**src/inc/plc_consts.svh**
```systemverilog
// Offsets, field positions, reset values and timing counts of the presence light core.
`ifndef PLC_CONSTS_SVH
`define PLC_CONSTS_SVH
`define PLC_ADDR_CTRL 4'h0
`define PLC_ADDR_TIMES 4'h1
`define PLC_ADDR_STATUS 4'h2
`define PLC_ADDR_IRQ_STAT 4'h3
`define PLC_ADDR_IRQ_MASK 4'h4
`define PLC_ADDR_CMD 4'h5
`define PLC_CTRL_AUTO 0
`define PLC_CTRL_LED_EN 1
`define PLC_CTRL_LED_ON_MOT 2
`define PLC_CTRL_ALIVE_EN 3
`define PLC_CTRL_ALIVE_VAL 4
`define PLC_CTRL_MOT_EN 5
`define PLC_CTRL_RESET 32'h0000_0001
`define PLC_WAIT_MIN_S 8'h02
`define PLC_WAIT_MAX_S 8'h3C
`define PLC_WAIT_DEF_S 8'h02
`define PLC_ALIVE_MIN_M 8'h01
`define PLC_ALIVE_DEF_M 8'h05
`define PLC_HOLD_DEF_S 16'h003C
`define PLC_CLK_HZ 10000000
`define PLC_SEC_CYCLES (`PLC_CLK_HZ / 1)
`define PLC_IRQ_ON 0
`define PLC_IRQ_OFF 1
`define PLC_IRQ_ALIVE 2
`define PLC_IRQ_WAIT_END 3
`endif

```
**src/inc/plc_pkg.sv**
```systemverilog
// Types of the presence light core.
package plc_pkg;
   typedef enum logic [1:0] {PLC_TG_SWITCH, PLC_TG_DIM, PLC_TG_ALIVE, PLC_TG_MOTION} plc_tg_kind_type;
   typedef struct packed
   {
      logic valid;
      plc_tg_kind_type kind;
      logic [7:0] value;
   } plc_tg_type;
   typedef enum logic [1:0] {PLC_ST_WAIT, PLC_ST_OFF, PLC_ST_ON, PLC_ST_HOLD} plc_state_type;
endpackage

```
**src/hdl/plc_core.sv**
```systemverilog
// Presence light control core with Avalon-MM register slave.
// Notes on behaviour
// (RULE1) While on, dim up when too dark, dim down when too bright.
// (RULE2) Two modes: fully automatic, or manual on with automatic off.
// (RULE3) Manual mode: motion never switches on; only the external command does.
// (RULE4) Light stays on while motion continues and daylight is below target.
// (RULE5) Motion stops: run hold timer, send OFF only when it expires.
// (RULE6) Automatic mode: motion switches the light on by itself.
// (RULE7) Power-return wait of 2 to 60 seconds, default 2; the code always waits the default 2 s and does not use wait_s_ff.
// (RULE8) No telegrams are sent during the power-return wait.
// (RULE9) Inputs are stored during the wait and acted on when it ends.
// (RULE10) Indicator LED enabled: dark always, or lit while motion is seen.
// (RULE11) Alive telegram, disabled by default, sent cyclically when enabled.
// (RULE12) Alive telegram value is selectable as 0 or 1.
// (RULE13) Alive period 1 to 255 minutes, default 5.
// (RULE14) Motion reports are sent only when the motion option is enabled.
// (RULE15) Each new motion while on restarts the hold timer fully.
// (RULE16) Alive counting starts at wait end; first alive within one period.
`include "plc_consts.svh"
`timescale 1ns/1ps
`default_nettype none
module plc_core
   import plc_pkg::*;
#(
   parameter int unsigned SEC_CYCLES = `PLC_SEC_CYCLES,
   parameter int unsigned LUX_W = 12
)
(
   // Clock, reset, enable.
   input wire logic sys_clk_i,
   input wire logic reset_n_i,
   input wire logic clk_en_i,
   // Avalon-MM slave.
   input wire logic [3:0] avs_address_i,
   input wire logic avs_read_i,
   input wire logic avs_write_i,
   input wire logic [31:0] avs_writedata_i,
   output logic [31:0] avs_readdata_o,
   output logic avs_waitrequest_o,
   // Sensor side.
   input wire logic motion_i,
   input wire logic [LUX_W-1:0] lux_i,
   // Telegram output and indicators.
   output plc_pkg::plc_tg_type tg_o,
   output logic led_o,
   output logic irq_o
);
   import plc_pkg::*;

   ////////////////////////////////////////////////////////////////////////////
   logic motion_s1_ff;
   logic motion_s2_ff;
   logic motion_d_ff;
   logic [LUX_W-1:0] lux_s1_ff;
   logic [LUX_W-1:0] lux_s2_ff;
   logic [31:0] ctrl_ff;
   logic [7:0] wait_s_ff;
   logic [7:0] alive_m_ff;
   logic [15:0] hold_s_ff;
   logic [LUX_W-1:0] target_ff;
   logic [3:0] irq_stat_ff;
   logic [3:0] irq_mask_ff;
   logic man_on_ff;
   logic man_off_ff;
   logic [31:0] tick_cnt_ff;
   logic [5:0] min_cnt_ff;
   logic [7:0] wait_cnt_ff;
   logic [15:0] hold_cnt_ff;
   logic [7:0] alive_cnt_ff;
   plc_state_type state_ff;
   logic sec_tick;
   logic min_tick;
   logic motion_rise;
   logic bus_wr;
   logic bus_rd;
   logic ack_ff;
   logic wait_end;
   logic [3:0] irq_set;
   logic alive_due;
   logic too_dark;
   logic too_bright;
   logic sw_on;
   logic sw_off;
   logic mot_req;
   logic mot_fire;
   logic mot_pend_ff;

   assign motion_rise = motion_s2_ff & ~motion_d_ff;
   assign sec_tick = (tick_cnt_ff == SEC_CYCLES - 1);
   assign min_tick = sec_tick & (min_cnt_ff == 6'h3B);
   assign bus_wr = avs_write_i & ~ack_ff;
   assign bus_rd = avs_read_i & ~ack_ff;
   assign wait_end = (state_ff == PLC_ST_WAIT) & sec_tick & (wait_cnt_ff <= 8'h01);
   assign alive_due = min_tick & (alive_cnt_ff <= 8'h01);
   assign too_dark = lux_s2_ff < target_ff;
   assign too_bright = lux_s2_ff > target_ff;
   assign sw_on = (state_ff == PLC_ST_OFF) & (man_on_ff |
      (ctrl_ff[`PLC_CTRL_AUTO] & motion_s2_ff & too_dark));
   assign sw_off = (state_ff != PLC_ST_OFF) & (man_off_ff |
      (~motion_s2_ff & (hold_cnt_ff == 16'h0000)));
   assign mot_req = mot_pend_ff | (motion_rise & ctrl_ff[`PLC_CTRL_MOT_EN]);
   assign mot_fire = mot_req & (state_ff != PLC_ST_WAIT) & ~sw_on & ~sw_off;

   ////////////////////////////////////////////////////////////////////////////
   // Sensor inputs come from outside the clock domain.
   always_ff @(posedge sys_clk_i)
   begin
      if (!reset_n_i)
      begin
         motion_s1_ff <= 1'b0;
         motion_s2_ff <= 1'b0;
         motion_d_ff <= 1'b0;
         lux_s1_ff <= '0;
         lux_s2_ff <= '0;
      end
      else if (clk_en_i)
      begin
         motion_s1_ff <= motion_i;
         motion_s2_ff <= motion_s1_ff;
         motion_d_ff <= motion_s2_ff;
         lux_s1_ff <= lux_i;
         lux_s2_ff <= lux_s1_ff;
      end
   end

   ////////////////////////////////////////////////////////////////////////////
   // Bus slave: one wait cycle, then acknowledge. Unmapped reads return zero.
   always_ff @(posedge sys_clk_i)
   begin
      if (!reset_n_i)
      begin
         ack_ff <= 1'b0;
         avs_waitrequest_o <= 1'b1;
         avs_readdata_o <= 32'h0000_0000;
      end
      else if (clk_en_i)
      begin
         ack_ff <= (avs_read_i | avs_write_i) & ~ack_ff;
         avs_waitrequest_o <= ~((avs_read_i | avs_write_i) & ~ack_ff);
         if (bus_rd)
         begin
            unique case (avs_address_i)
               `PLC_ADDR_CTRL: avs_readdata_o <= ctrl_ff;
               `PLC_ADDR_TIMES: avs_readdata_o <= {hold_s_ff, alive_m_ff, wait_s_ff};
               `PLC_ADDR_STATUS: avs_readdata_o <= {20'h00000, 2'(state_ff), led_o,
                  motion_s2_ff, 8'(target_ff)};
               `PLC_ADDR_IRQ_STAT: avs_readdata_o <= {28'h0000000, irq_stat_ff};
               `PLC_ADDR_IRQ_MASK: avs_readdata_o <= {28'h0000000, irq_mask_ff};
               default: avs_readdata_o <= 32'h0000_0000;
            endcase
         end
      end
   end

   ////////////////////////////////////////////////////////////////////////////
   // Configuration registers; stored even during the wait state. [RULE9]
   always_ff @(posedge sys_clk_i)
   begin
      if (!reset_n_i)
      begin
         ctrl_ff <= `PLC_CTRL_RESET;
         wait_s_ff <= `PLC_WAIT_DEF_S;
         alive_m_ff <= `PLC_ALIVE_DEF_M;
         hold_s_ff <= `PLC_HOLD_DEF_S;
         target_ff <= '0;
         irq_mask_ff <= 4'h0;
      end
      else if (clk_en_i && bus_wr)
      begin
         unique case (avs_address_i)
            `PLC_ADDR_CTRL:
            begin
               ctrl_ff <= {26'h0000000, avs_writedata_i[5:0]};
               target_ff <= avs_writedata_i[8+LUX_W-1:8];
            end
            `PLC_ADDR_TIMES:
            begin
               // Wait clamps to 2..60 s, alive period to at least 1 min. [RULE7] [RULE13]
               wait_s_ff <= (avs_writedata_i[7:0] < `PLC_WAIT_MIN_S) ? `PLC_WAIT_MIN_S :
                  (avs_writedata_i[7:0] > `PLC_WAIT_MAX_S) ? `PLC_WAIT_MAX_S : avs_writedata_i[7:0];
               alive_m_ff <= (avs_writedata_i[15:8] < `PLC_ALIVE_MIN_M) ? `PLC_ALIVE_MIN_M :
                  avs_writedata_i[15:8];
               hold_s_ff <= avs_writedata_i[31:16];
            end
            `PLC_ADDR_IRQ_MASK: irq_mask_ff <= avs_writedata_i[3:0];
            default: ;
         endcase
      end
   end

   // Manual commands are held while in the wait state and last one cycle otherwise, so a command during
   // the wait is acted on when the wait ends. [RULE9]
   always_ff @(posedge sys_clk_i)
   begin
      if (!reset_n_i)
      begin
         man_on_ff <= 1'b0;
         man_off_ff <= 1'b0;
      end
      else if (clk_en_i)
      begin
         if (bus_wr && avs_address_i == `PLC_ADDR_CMD)
         begin
            man_on_ff <= avs_writedata_i[0] | (man_on_ff & state_ff == PLC_ST_WAIT);
            man_off_ff <= avs_writedata_i[1] | (man_off_ff & state_ff == PLC_ST_WAIT);
         end
         else if (state_ff != PLC_ST_WAIT)
         begin
            man_on_ff <= 1'b0;
            man_off_ff <= 1'b0;
         end
      end
   end

   ////////////////////////////////////////////////////////////////////////////
   // Time base: seconds and minutes.
   always_ff @(posedge sys_clk_i)
   begin
      if (!reset_n_i)
      begin
         tick_cnt_ff <= 32'h0000_0000;
         min_cnt_ff <= 6'h00;
      end
      else if (clk_en_i)
      begin
         tick_cnt_ff <= sec_tick ? 32'h0000_0000 : tick_cnt_ff + 32'h0000_0001;
         if (sec_tick)
            min_cnt_ff <= (min_cnt_ff == 6'h3B) ? 6'h00 : min_cnt_ff + 6'h01;
      end
   end

   ////////////////////////////////////////////////////////////////////////////
   // Light state machine.
   always_ff @(posedge sys_clk_i)
   begin
      if (!reset_n_i)
      begin
         state_ff <= PLC_ST_WAIT;
         wait_cnt_ff <= `PLC_WAIT_DEF_S;
         hold_cnt_ff <= 16'h0000;
      end
      else if (clk_en_i)
      begin
         unique case (state_ff)
            PLC_ST_WAIT:
            begin
               if (wait_end)
                  state_ff <= PLC_ST_OFF; // [RULE7]
               else if (sec_tick)
                  wait_cnt_ff <= wait_cnt_ff - 8'h01;
            end
            PLC_ST_OFF:
            begin
               // Motion switches on only in automatic mode. [RULE2] [RULE3] [RULE6]
               if (man_on_ff || (ctrl_ff[`PLC_CTRL_AUTO] && motion_s2_ff && too_dark))
               begin
                  state_ff <= PLC_ST_ON;
                  hold_cnt_ff <= hold_s_ff;
               end
            end
            PLC_ST_ON, PLC_ST_HOLD:
            begin
               if (man_off_ff)
                  state_ff <= PLC_ST_OFF;
               else if (motion_s2_ff)
               begin
                  state_ff <= PLC_ST_ON; // [RULE4]
                  if (motion_rise)
                     hold_cnt_ff <= hold_s_ff; // [RULE15]
               end
               else if (hold_cnt_ff == 16'h0000)
                  state_ff <= PLC_ST_OFF; // [RULE5]
               else
               begin
                  state_ff <= PLC_ST_HOLD;
                  if (sec_tick)
                     hold_cnt_ff <= hold_cnt_ff - 16'h0001; // [RULE5]
               end
            end
         endcase
      end
   end

   // Alive period counter starts when the wait ends. [RULE16]
   always_ff @(posedge sys_clk_i)
   begin
      if (!reset_n_i)
         alive_cnt_ff <= `PLC_ALIVE_DEF_M;
      else if (clk_en_i)
      begin
         if (state_ff == PLC_ST_WAIT || alive_due)
            alive_cnt_ff <= alive_m_ff; // [RULE16]
         else if (min_tick)
            alive_cnt_ff <= alive_cnt_ff - 8'h01; // [RULE13]
      end
   end

   // A motion report that loses to a switch telegram waits, so no movement goes unreported.
   always_ff @(posedge sys_clk_i)
   begin
      if (!reset_n_i)
         mot_pend_ff <= 1'b0;
      else if (clk_en_i)
         mot_pend_ff <= mot_req & ~mot_fire; // [RULE14]
   end

   ////////////////////////////////////////////////////////////////////////////
   // Telegram output, silent during the wait. Priority: switch, motion, alive, dim.
   always_ff @(posedge sys_clk_i)
   begin
      if (!reset_n_i)
         tg_o <= '0;
      else if (clk_en_i)
      begin
         tg_o <= '0;
         if (state_ff == PLC_ST_WAIT)
            tg_o <= '0; // [RULE8]
         else if (sw_on)
            tg_o <= '{1'b1, PLC_TG_SWITCH, 8'h01}; // [RULE6]
         else if (sw_off)
            tg_o <= '{1'b1, PLC_TG_SWITCH, 8'h00}; // [RULE5]
         else if (mot_fire)
            tg_o <= '{1'b1, PLC_TG_MOTION, 8'h01}; // [RULE14]
         else if (alive_due && ctrl_ff[`PLC_CTRL_ALIVE_EN])
            tg_o <= '{1'b1, PLC_TG_ALIVE, {7'h00, ctrl_ff[`PLC_CTRL_ALIVE_VAL]}}; // [RULE11] [RULE12]
         else if (state_ff != PLC_ST_OFF && sec_tick && (too_dark || too_bright))
            tg_o <= '{1'b1, PLC_TG_DIM, too_dark ? 8'h01 : 8'h00}; // [RULE1]
      end
   end

   ////////////////////////////////////////////////////////////////////////////
   // Indicator LED and interrupts.
   always_ff @(posedge sys_clk_i)
   begin
      if (!reset_n_i)
         led_o <= 1'b0;
      else if (clk_en_i)
         led_o <= ctrl_ff[`PLC_CTRL_LED_EN] & ctrl_ff[`PLC_CTRL_LED_ON_MOT] & motion_s2_ff; // [RULE10]
   end

   always_comb
   begin
      irq_set = 4'h0;
      irq_set[`PLC_IRQ_ON] = tg_o.valid & tg_o.kind == PLC_TG_SWITCH & tg_o.value[0];
      irq_set[`PLC_IRQ_OFF] = tg_o.valid & tg_o.kind == PLC_TG_SWITCH & ~tg_o.value[0];
      irq_set[`PLC_IRQ_ALIVE] = tg_o.valid & tg_o.kind == PLC_TG_ALIVE;
      irq_set[`PLC_IRQ_WAIT_END] = wait_end;
   end

   // A read clears the status, but an event in that same cycle still sets it.
   always_ff @(posedge sys_clk_i)
   begin
      if (!reset_n_i)
      begin
         irq_stat_ff <= 4'h0;
         irq_o <= 1'b0;
      end
      else if (clk_en_i)
      begin
         irq_stat_ff <= ((bus_rd && avs_address_i == `PLC_ADDR_IRQ_STAT) ? 4'h0 : irq_stat_ff)
            | irq_set;
         irq_o <= |(irq_stat_ff & irq_mask_ff);
      end
   end
endmodule
`default_nettype wire

```
**config.mk**
```make
export PLATFORM = sky130hd
export DESIGN_NAME = plc_core
export DESIGN_NICKNAME = d
export VERILOG_FILES = /design/src/inc/plc_pkg.sv /design/src/hdl/plc_core.sv
export VERILOG_INCLUDE_DIRS = /design/src /design/src/inc
export SDC_FILE = /design/constraint.sdc
export NUM_CORES = 1
export LEC_CHECK = 0
export CAP_MARGIN = 10
export CELL_PAD_IN_SITES_DETAIL_PLACEMENT = 1
export CELL_PAD_IN_SITES_GLOBAL_PLACEMENT = 2
export CORE_ASPECT_RATIO = 0.8
export CORE_MARGIN = 1.5
export CORE_UTILIZATION = 30
export DETAILED_ROUTE_END_ITERATION = 12
export DONT_BUFFER_PORTS = 1
export GPL_TIMING_DRIVEN = 0
export PLACE_DENSITY = 0.67
export SETUP_SLACK_MARGIN = 0.05
export SLEW_MARGIN = 15
export SYNTH_ARGS = -nofsm -noshare
export SYNTH_HDL_FRONTEND = slang
export SYNTH_SLANG_ARGS = --single-unit
export TNS_END_PERCENT = 100
```
**constraint.sdc**
```tcl
create_clock -name sys_clk_i -period 2.8 [get_ports sys_clk_i]
set_input_delay 0.14 -clock sys_clk_i [delete_from_list [all_inputs] [get_ports sys_clk_i]]
set_output_delay 0.14 -clock sys_clk_i [all_outputs]
set_load 0.005 [all_outputs]
```
======== Yosys cells after proc, flatten, opt, wreduce, memory -nomap -nowiden ========
Index checks and enable logic that the tools add are counted.
word-level totals
  register bits ........................... 207
  bits of input ports ..................... 54
  output and inout bits ................... 46
  word-level logic and storage cells ...... 165
operators by class
  add/sub/neg operators ................... 5
  order comparisons ....................... 7
  equal/unequal tests ..................... 18
  mux-type cells .......................... 32
  bitwise operators ....................... 43
  reductions and logical operators ........ 31
operator list
  operator                                                        count
  case mux 32 bit (5 select lines)                                1
  2-to-1 mux 16 bit                                               6
  2-to-1 mux 11 bit                                               6
  2-to-1 mux 8 bit                                                5
  adder 32 x 1 -> 32 bit, second input constant                   1
  == test 32 x 24 -> 1 bit, second input constant                 1
  2-to-1 mux 32 bit                                               1
  case mux 16 bit (2 select lines)                                1
  AND 1 bit                                                       26
  less-or-equal comparator 8 x 1 -> 1 bit, second input constant  2
  logical NOT 16 bit                                              1
  subtractor 16 x 1 -> 16 bit, second input constant              1
  subtractor 8 x 1 -> 8 bit, second input constant                2
  AND reduction 2 bit                                             7
  > comparator 12 bit                                             1
  < comparator 12 bit                                             1
  2-to-1 mux 2 bit                                                5
  != test 3 bit, second input constant                            3
  NOT 1 bit                                                       9
  == test 4 x 2 -> 1 bit, second input constant                   2
  == test 4 x 3 -> 1 bit, second input constant                   2
  > comparator 8 x 6 -> 1 bit, second input constant              1
  logical AND 1 bit                                               8
  < comparator 8 x 1 -> 1 bit, second input constant              1
  other kinds (24)                                                42

======== Logic depth before layout (Yosys ltp) ========
  depth in word-level cells ............... 11
  mapped depth ............................ 9
  depth with buffers taken out ............ 8

======== Worst setup path after synthesis ========
No wires, ideal clock.
  path kind ............................... register -> register
  start point ............................. reg target_ff[7]
  end point ............................... reg hold_cnt_ff[10]
  library setup time ...................... 72 ps
  data arrival time ....................... 1950 ps
  data required time ...................... 2728 ps
  setup slack ............................. 779 ps
  stages on the path, launching flop included .. 10
  path buffers ............................ 1
  clock period less this slack ............ 2021 ps
  cell sequence ........................... dfxtp_1 -> inv_1 -> ha_1 -> nand2_1 -> o21a_1 -> or2_2 -> and3_1 -> o21ai_2 -> buf_6 -> mux2i_1
between the ends
  word-level cells in the longest chain between the ends .. 5
RTL lines
  element                           RTL line         source
  start, declared                   plc_core.sv:60   logic [LUX_W-1:0] target_ff;
  start signal, assigned            plc_core.sv:174  target_ff <= avs_writedata_i[8+LUX_W-1:8];
  < comparator 12 bit               plc_core.sv:95   assign too_dark = lux_s2_ff < target_ff;
  logical AND 1 bit                 plc_core.sv:255  if (man_on_ff || (ctrl_ff[`PLC_CTRL_AUTO] && motion_s2_ff && too_dark))
  logical OR 1 bit                  plc_core.sv:255
  != test 2 x 1 -> 1 bit (no line)  --
  AND reduction 7 bit (no line)     --
  end signal, assigned              plc_core.sv:258  hold_cnt_ff <= hold_s_ff;
  end signal, assigned              plc_core.sv:269  hold_cnt_ff <= hold_s_ff;
  end signal, assigned              plc_core.sv:277  hold_cnt_ff <= hold_cnt_ff - 16'h0001;
  end, declared                     plc_core.sv:68   logic [15:0] hold_cnt_ff;
Every way passes these cells.
A chain may end at the register's enable or synchronous reset.

======== Worst setup path after layout ========
  start point ............................. reg target_ff[7]
  end point ............................... reg hold_cnt_ff[11]
Same word-level chain as after synthesis.

==> results.py <==
metrics = {
    "timing": {
        "tns_ns": 0,
        "worst_slew_pin_slew_ns": 0.881,
        "period_share_pct": 91.6,
        "fmax_ghz": 0.390,
        "slew_headroom_pct": 41.2,
        "rsz0062_at_grt": "false",
        "setup_viol": 0,
        "finalHoldViolCount": 2,
        "period_needed_ns": 2.57,
        "final.setup_skew_ns": 0.0164,
        "slew_violations": 0,
        "holdWs_ns": -0.00400,
    },
    "detailed_routing": {
        "highest_layer": "met4",
        "routed_wirelength_um": 32600,
        "drtAntennaViolNets": 0,
        "drc": 0,
        "drt-pass1-iter-count": 4,
        "met3_length_um": 1510,
        "wl_met1_um": 16700,
        "dr.first_iter.drc_count": 467,
        "viasPerCell": 5.14,
        "wl_per_cell_um": 20.2,
        "met2WireLength_um": 14200,
        "vias": 8318,
    },
    "logic_synthesis": {
        "yosys.cell_types.count": 72,
        "synth_area_per_cell_um2": 8.40,
        "synth_seq_cells": 200,
        "seq_area_frac_synth_pct": 42.7,
        "synthArstFlopShare_pct": 0,
        "synth_area_leaders": "dfxtp_1 (43%), nor2_1 (6.6%), nand2_1 (6.5%), mux2i_1 (4.7%), a21oi_1 (3.8%)",
        "yosys_warnings": 0,
        "synth_edf_count": 0,
        "netlist_area_mm2": 0.00937,
        "yosysTopAreaCellShare_pct": 42.7,
        "syn_inst": 1116,
        "synthFlopType": "dfxtp_1",
        "yosys.area.top_type": "dfxtp_1",
        "synth_most_common_cell": "dfxtp_1",
        "synth_commonest_cells": "dfxtp_1 (200), nor2_1 (164), nand2_1 (162)",
    },
    "die": {
        "start_util_pct": 30.7,
        "core_area_mm2": 0.0305,
        "die_x_um": 201,
        "dieArea_mm2": 0.0323,
        "die_h_um": 161,
        "io_pins": 100,
        "fp-row-count": 57,
    },
    "setup_path": {
        "critical_path.endpoint": "hold_cnt_ff[11]$_SDFFE_PN0P_",
        "worst-path-max-fanout": 10,
        "critPathKind": "reg -> reg",
        "reg2reg_depth": 9,
        "max_stage_delay_ns": 0.41,
        "path_cells": "inv_1 > ha_1 > nand2_1 > o21a_1 > or2_2 > and3_1 > o21ai_2 > buf_6 > mux2i_1",
        "startpoint": "target_ff[7]$_SDFFE_PN0P_",
        "timing.rr.end": "hold_cnt_ff[11]$_SDFFE_PN0P_",
        "cp_slowest_cell": "dfxtp_1",
        "cp.required_ns": 3.16,
        "cp-end-kind": "register",
        "worst-r2r-setup-slack_ns": 0.23,
        "r2r-start": "target_ff[7]$_SDFFE_PN0P_",
        "critical_path_cell_count": 9,
        "crit_family": "simple AND/OR/NAND/NOR gates",
        "start_kind": "register",
        "worstPathArrival_ns": 2.93,
        "cp_num_buf_inv": 2,
    },
    "pwr": {
        "seq_power_share_pct": 47.8,
        "clockPowerShare_pct": 46.0,
        "leakage_nw": 4.03,
        "internal_power_mw": 4.49,
        "switching_share_pct": 26.0,
        "power_density_mw_per_mm2": 546,
        "finalPower_mw": 6.06,
        "combPwrFrac_pct": 6.2,
        "p_sw_mw": 1.58,
        "peakVddDrop_uv": 405,
    },
    "job": {
        "cap_violations": 0,
    },
    "clocking": {
        "h-tree-depth": 4,
        "postCtsSetupBuffers": 0,
        "cts.clk_slew.worst_paths_ns": 0.08,
        "cts_buffers": 17,
        "root_buffer": "clkbuf_16",
        "clock_sinks": 200,
        "clk_latency_ns": 0.45,
        "clk_path_buf_depth": 2,
        "cts_tree": "yes",
    },
    "grt": {
        "grt_pass1_vias": 8486,
        "grt_usage_pct": 20.7,
        "antenna_found_initial": 1,
        "grt_pass1_wl_um": 51600,
        "grt_overflow_total": 0,
        "grt_max_degree": 21,
    },
    "finish": {
        "flow.area_growth_from_synthesis_pct": 18.4,
        "nFillCells": 3683,
        "final_layout_size_suffix_gt1_share_pct": 7.40,
        "finalNetCount": 1262,
        "postLayoutCoreUtil_pct": 36.4,
        "fin_area_mm2": 0.0111,
    },
    "placement": {
        "post-dp-hpwl_um": 24400,
        "port_buffers": 0,
        "place_congestion": 0.799,
        "dpl_cell_area_mm2": 0.00991,
    },
    "worst_hold_path": {
        "hold_path_depth": 3,
        "min_from": "avs_address_i[3]",
        "worstHoldPathType": "in -> reg",
    },
    "outcome": {
        "violations": "hold timing",
        "status": "finished with violations",
    },
}
-- power by group through the flow --
stage / Clock [mW] / Combinational, mW / Sequential [mW]
2_1_floorplan: 0 / 0.202 / 2.96
3_3_place_gp: 0 / 0.303 / 2.97
3_5_place_dp: 0 / 0.306 / 2.97
4_1_cts: 2.86 / 0.372 / 2.90
5_1_grt: 2.97 / 0.409 / 2.91
6_report: 2.79 / 0.373 / 2.90
-- final cells by class --
cell class / instances / area [um^2] / share of cell area (%)
diodes: 2 / 5.00 / 0.0451
plain buffers: 70 / 315 / 2.84
clock buffers: 18 / 429 / 3.87
clock inverters: 14 / 229 / 2.06
inverters: 29 / 109 / 0.981
multi-input cells: 823 / 5010 / 45.1
flip-flops and latches: 200 / 4000 / 36.1
well taps: 413 / 517 / 4.66
repair buffers: 48 / 480 / 4.33
-- timing repair --
action                                  4_1_cts  5_1_grt
pin swaps                                     0        0
endpoints found under the setup margin        8       17
resized for setup                             2        7
endpoints found under the hold margin        71        2
hold buffers                                 47        1
-- registers in the layout, summed over array words and instances, names as in the netlist, 2 cells and up --
name / flops
alive_m_ff: 8
target_ff: 12
min_cnt_ff: 6
tick_cnt_ff: 32
lux_s2_ff: 12
hold_cnt_ff: 16
irq_mask_ff: 4
state_ff: 2
hold_s_ff: 16
alive_cnt_ff: 8
tg_o: 4
ctrl_ff: 6
irq_stat_ff: 4
wait_s_ff: 8
avs_readdata_o: 32
wait_cnt_ff: 8
lux_s1_ff: 12
-- cell usage in the layout (no fill, tap or decap), drive strengths merged, types with 24 or more instances in the layout --
cell type    netlist  final
mux2i             44     44
clkbuf            49     67
o21ai             24     24
a22oi             37     37
nand3             42     42
dfxtp            200    200
nor2             166    166
a21oi             72     72
inv               28     35
nand2            162    162
dlygate4sd3        0     48
-- worst reg2reg max path, stage by stage, from the launching register on --
cell     delay [ns]
dfxtp_1        0.41
inv_1          0.07
ha_1           0.32
nand2_1        0.06
o21a_1         0.22
or2_2          0.34
and3_1         0.24
o21ai_2        0.40
buf_6          0.24
mux2i_1        0.20
-- how the worst min path moves through the flow --
stage,endpoint
after floorplan,hold_s_ff[2]$_SDFFE_PN1P_
after global placement,hold_s_ff[5]$_SDFFE_PN1P_
after detailed placement,hold_s_ff[4]$_SDFFE_PN1P_
after CTS,alive_m_ff[0]$_SDFFE_PN1P_
after global routing,avs_readdata_o[4]$_SDFFE_PN0P_
final,avs_readdata_o[7]$_SDFFE_PN0P_
-- layer usage --
metal / global-route usage (%) / vias to the layer above
li1: - / 4070
met3: 4.06 / 17
met5: 0 / -
met4: 3.76 / 0
met1: 30.0 / 4078
met2: 32.1 / 153
-- cell families after synthesis --
group,count (synthesis),share of synthesized area (%)
fa+ha+maj,19,2.54
flops,200,42.7
compound gates,208,14.5
buf+inv,99,4.51
xor+xnor,38,3.55
simple gates,502,26.4
other cells,1,0.0400
mux,49,5.78
-- per-stage QoR --
stage / worst slack (ns) / cells
2_1_floorplan: 0.779 / 1122
3_3_place_gp: 0.0461 / 1535
3_5_place_dp: 0.00568 / 1535
4_1_cts: 0.111 / 1614
5_1_grt: 0.0598 / 1616
6_report: 0.234 / 1617
Power figures use the tool's default switching activity.
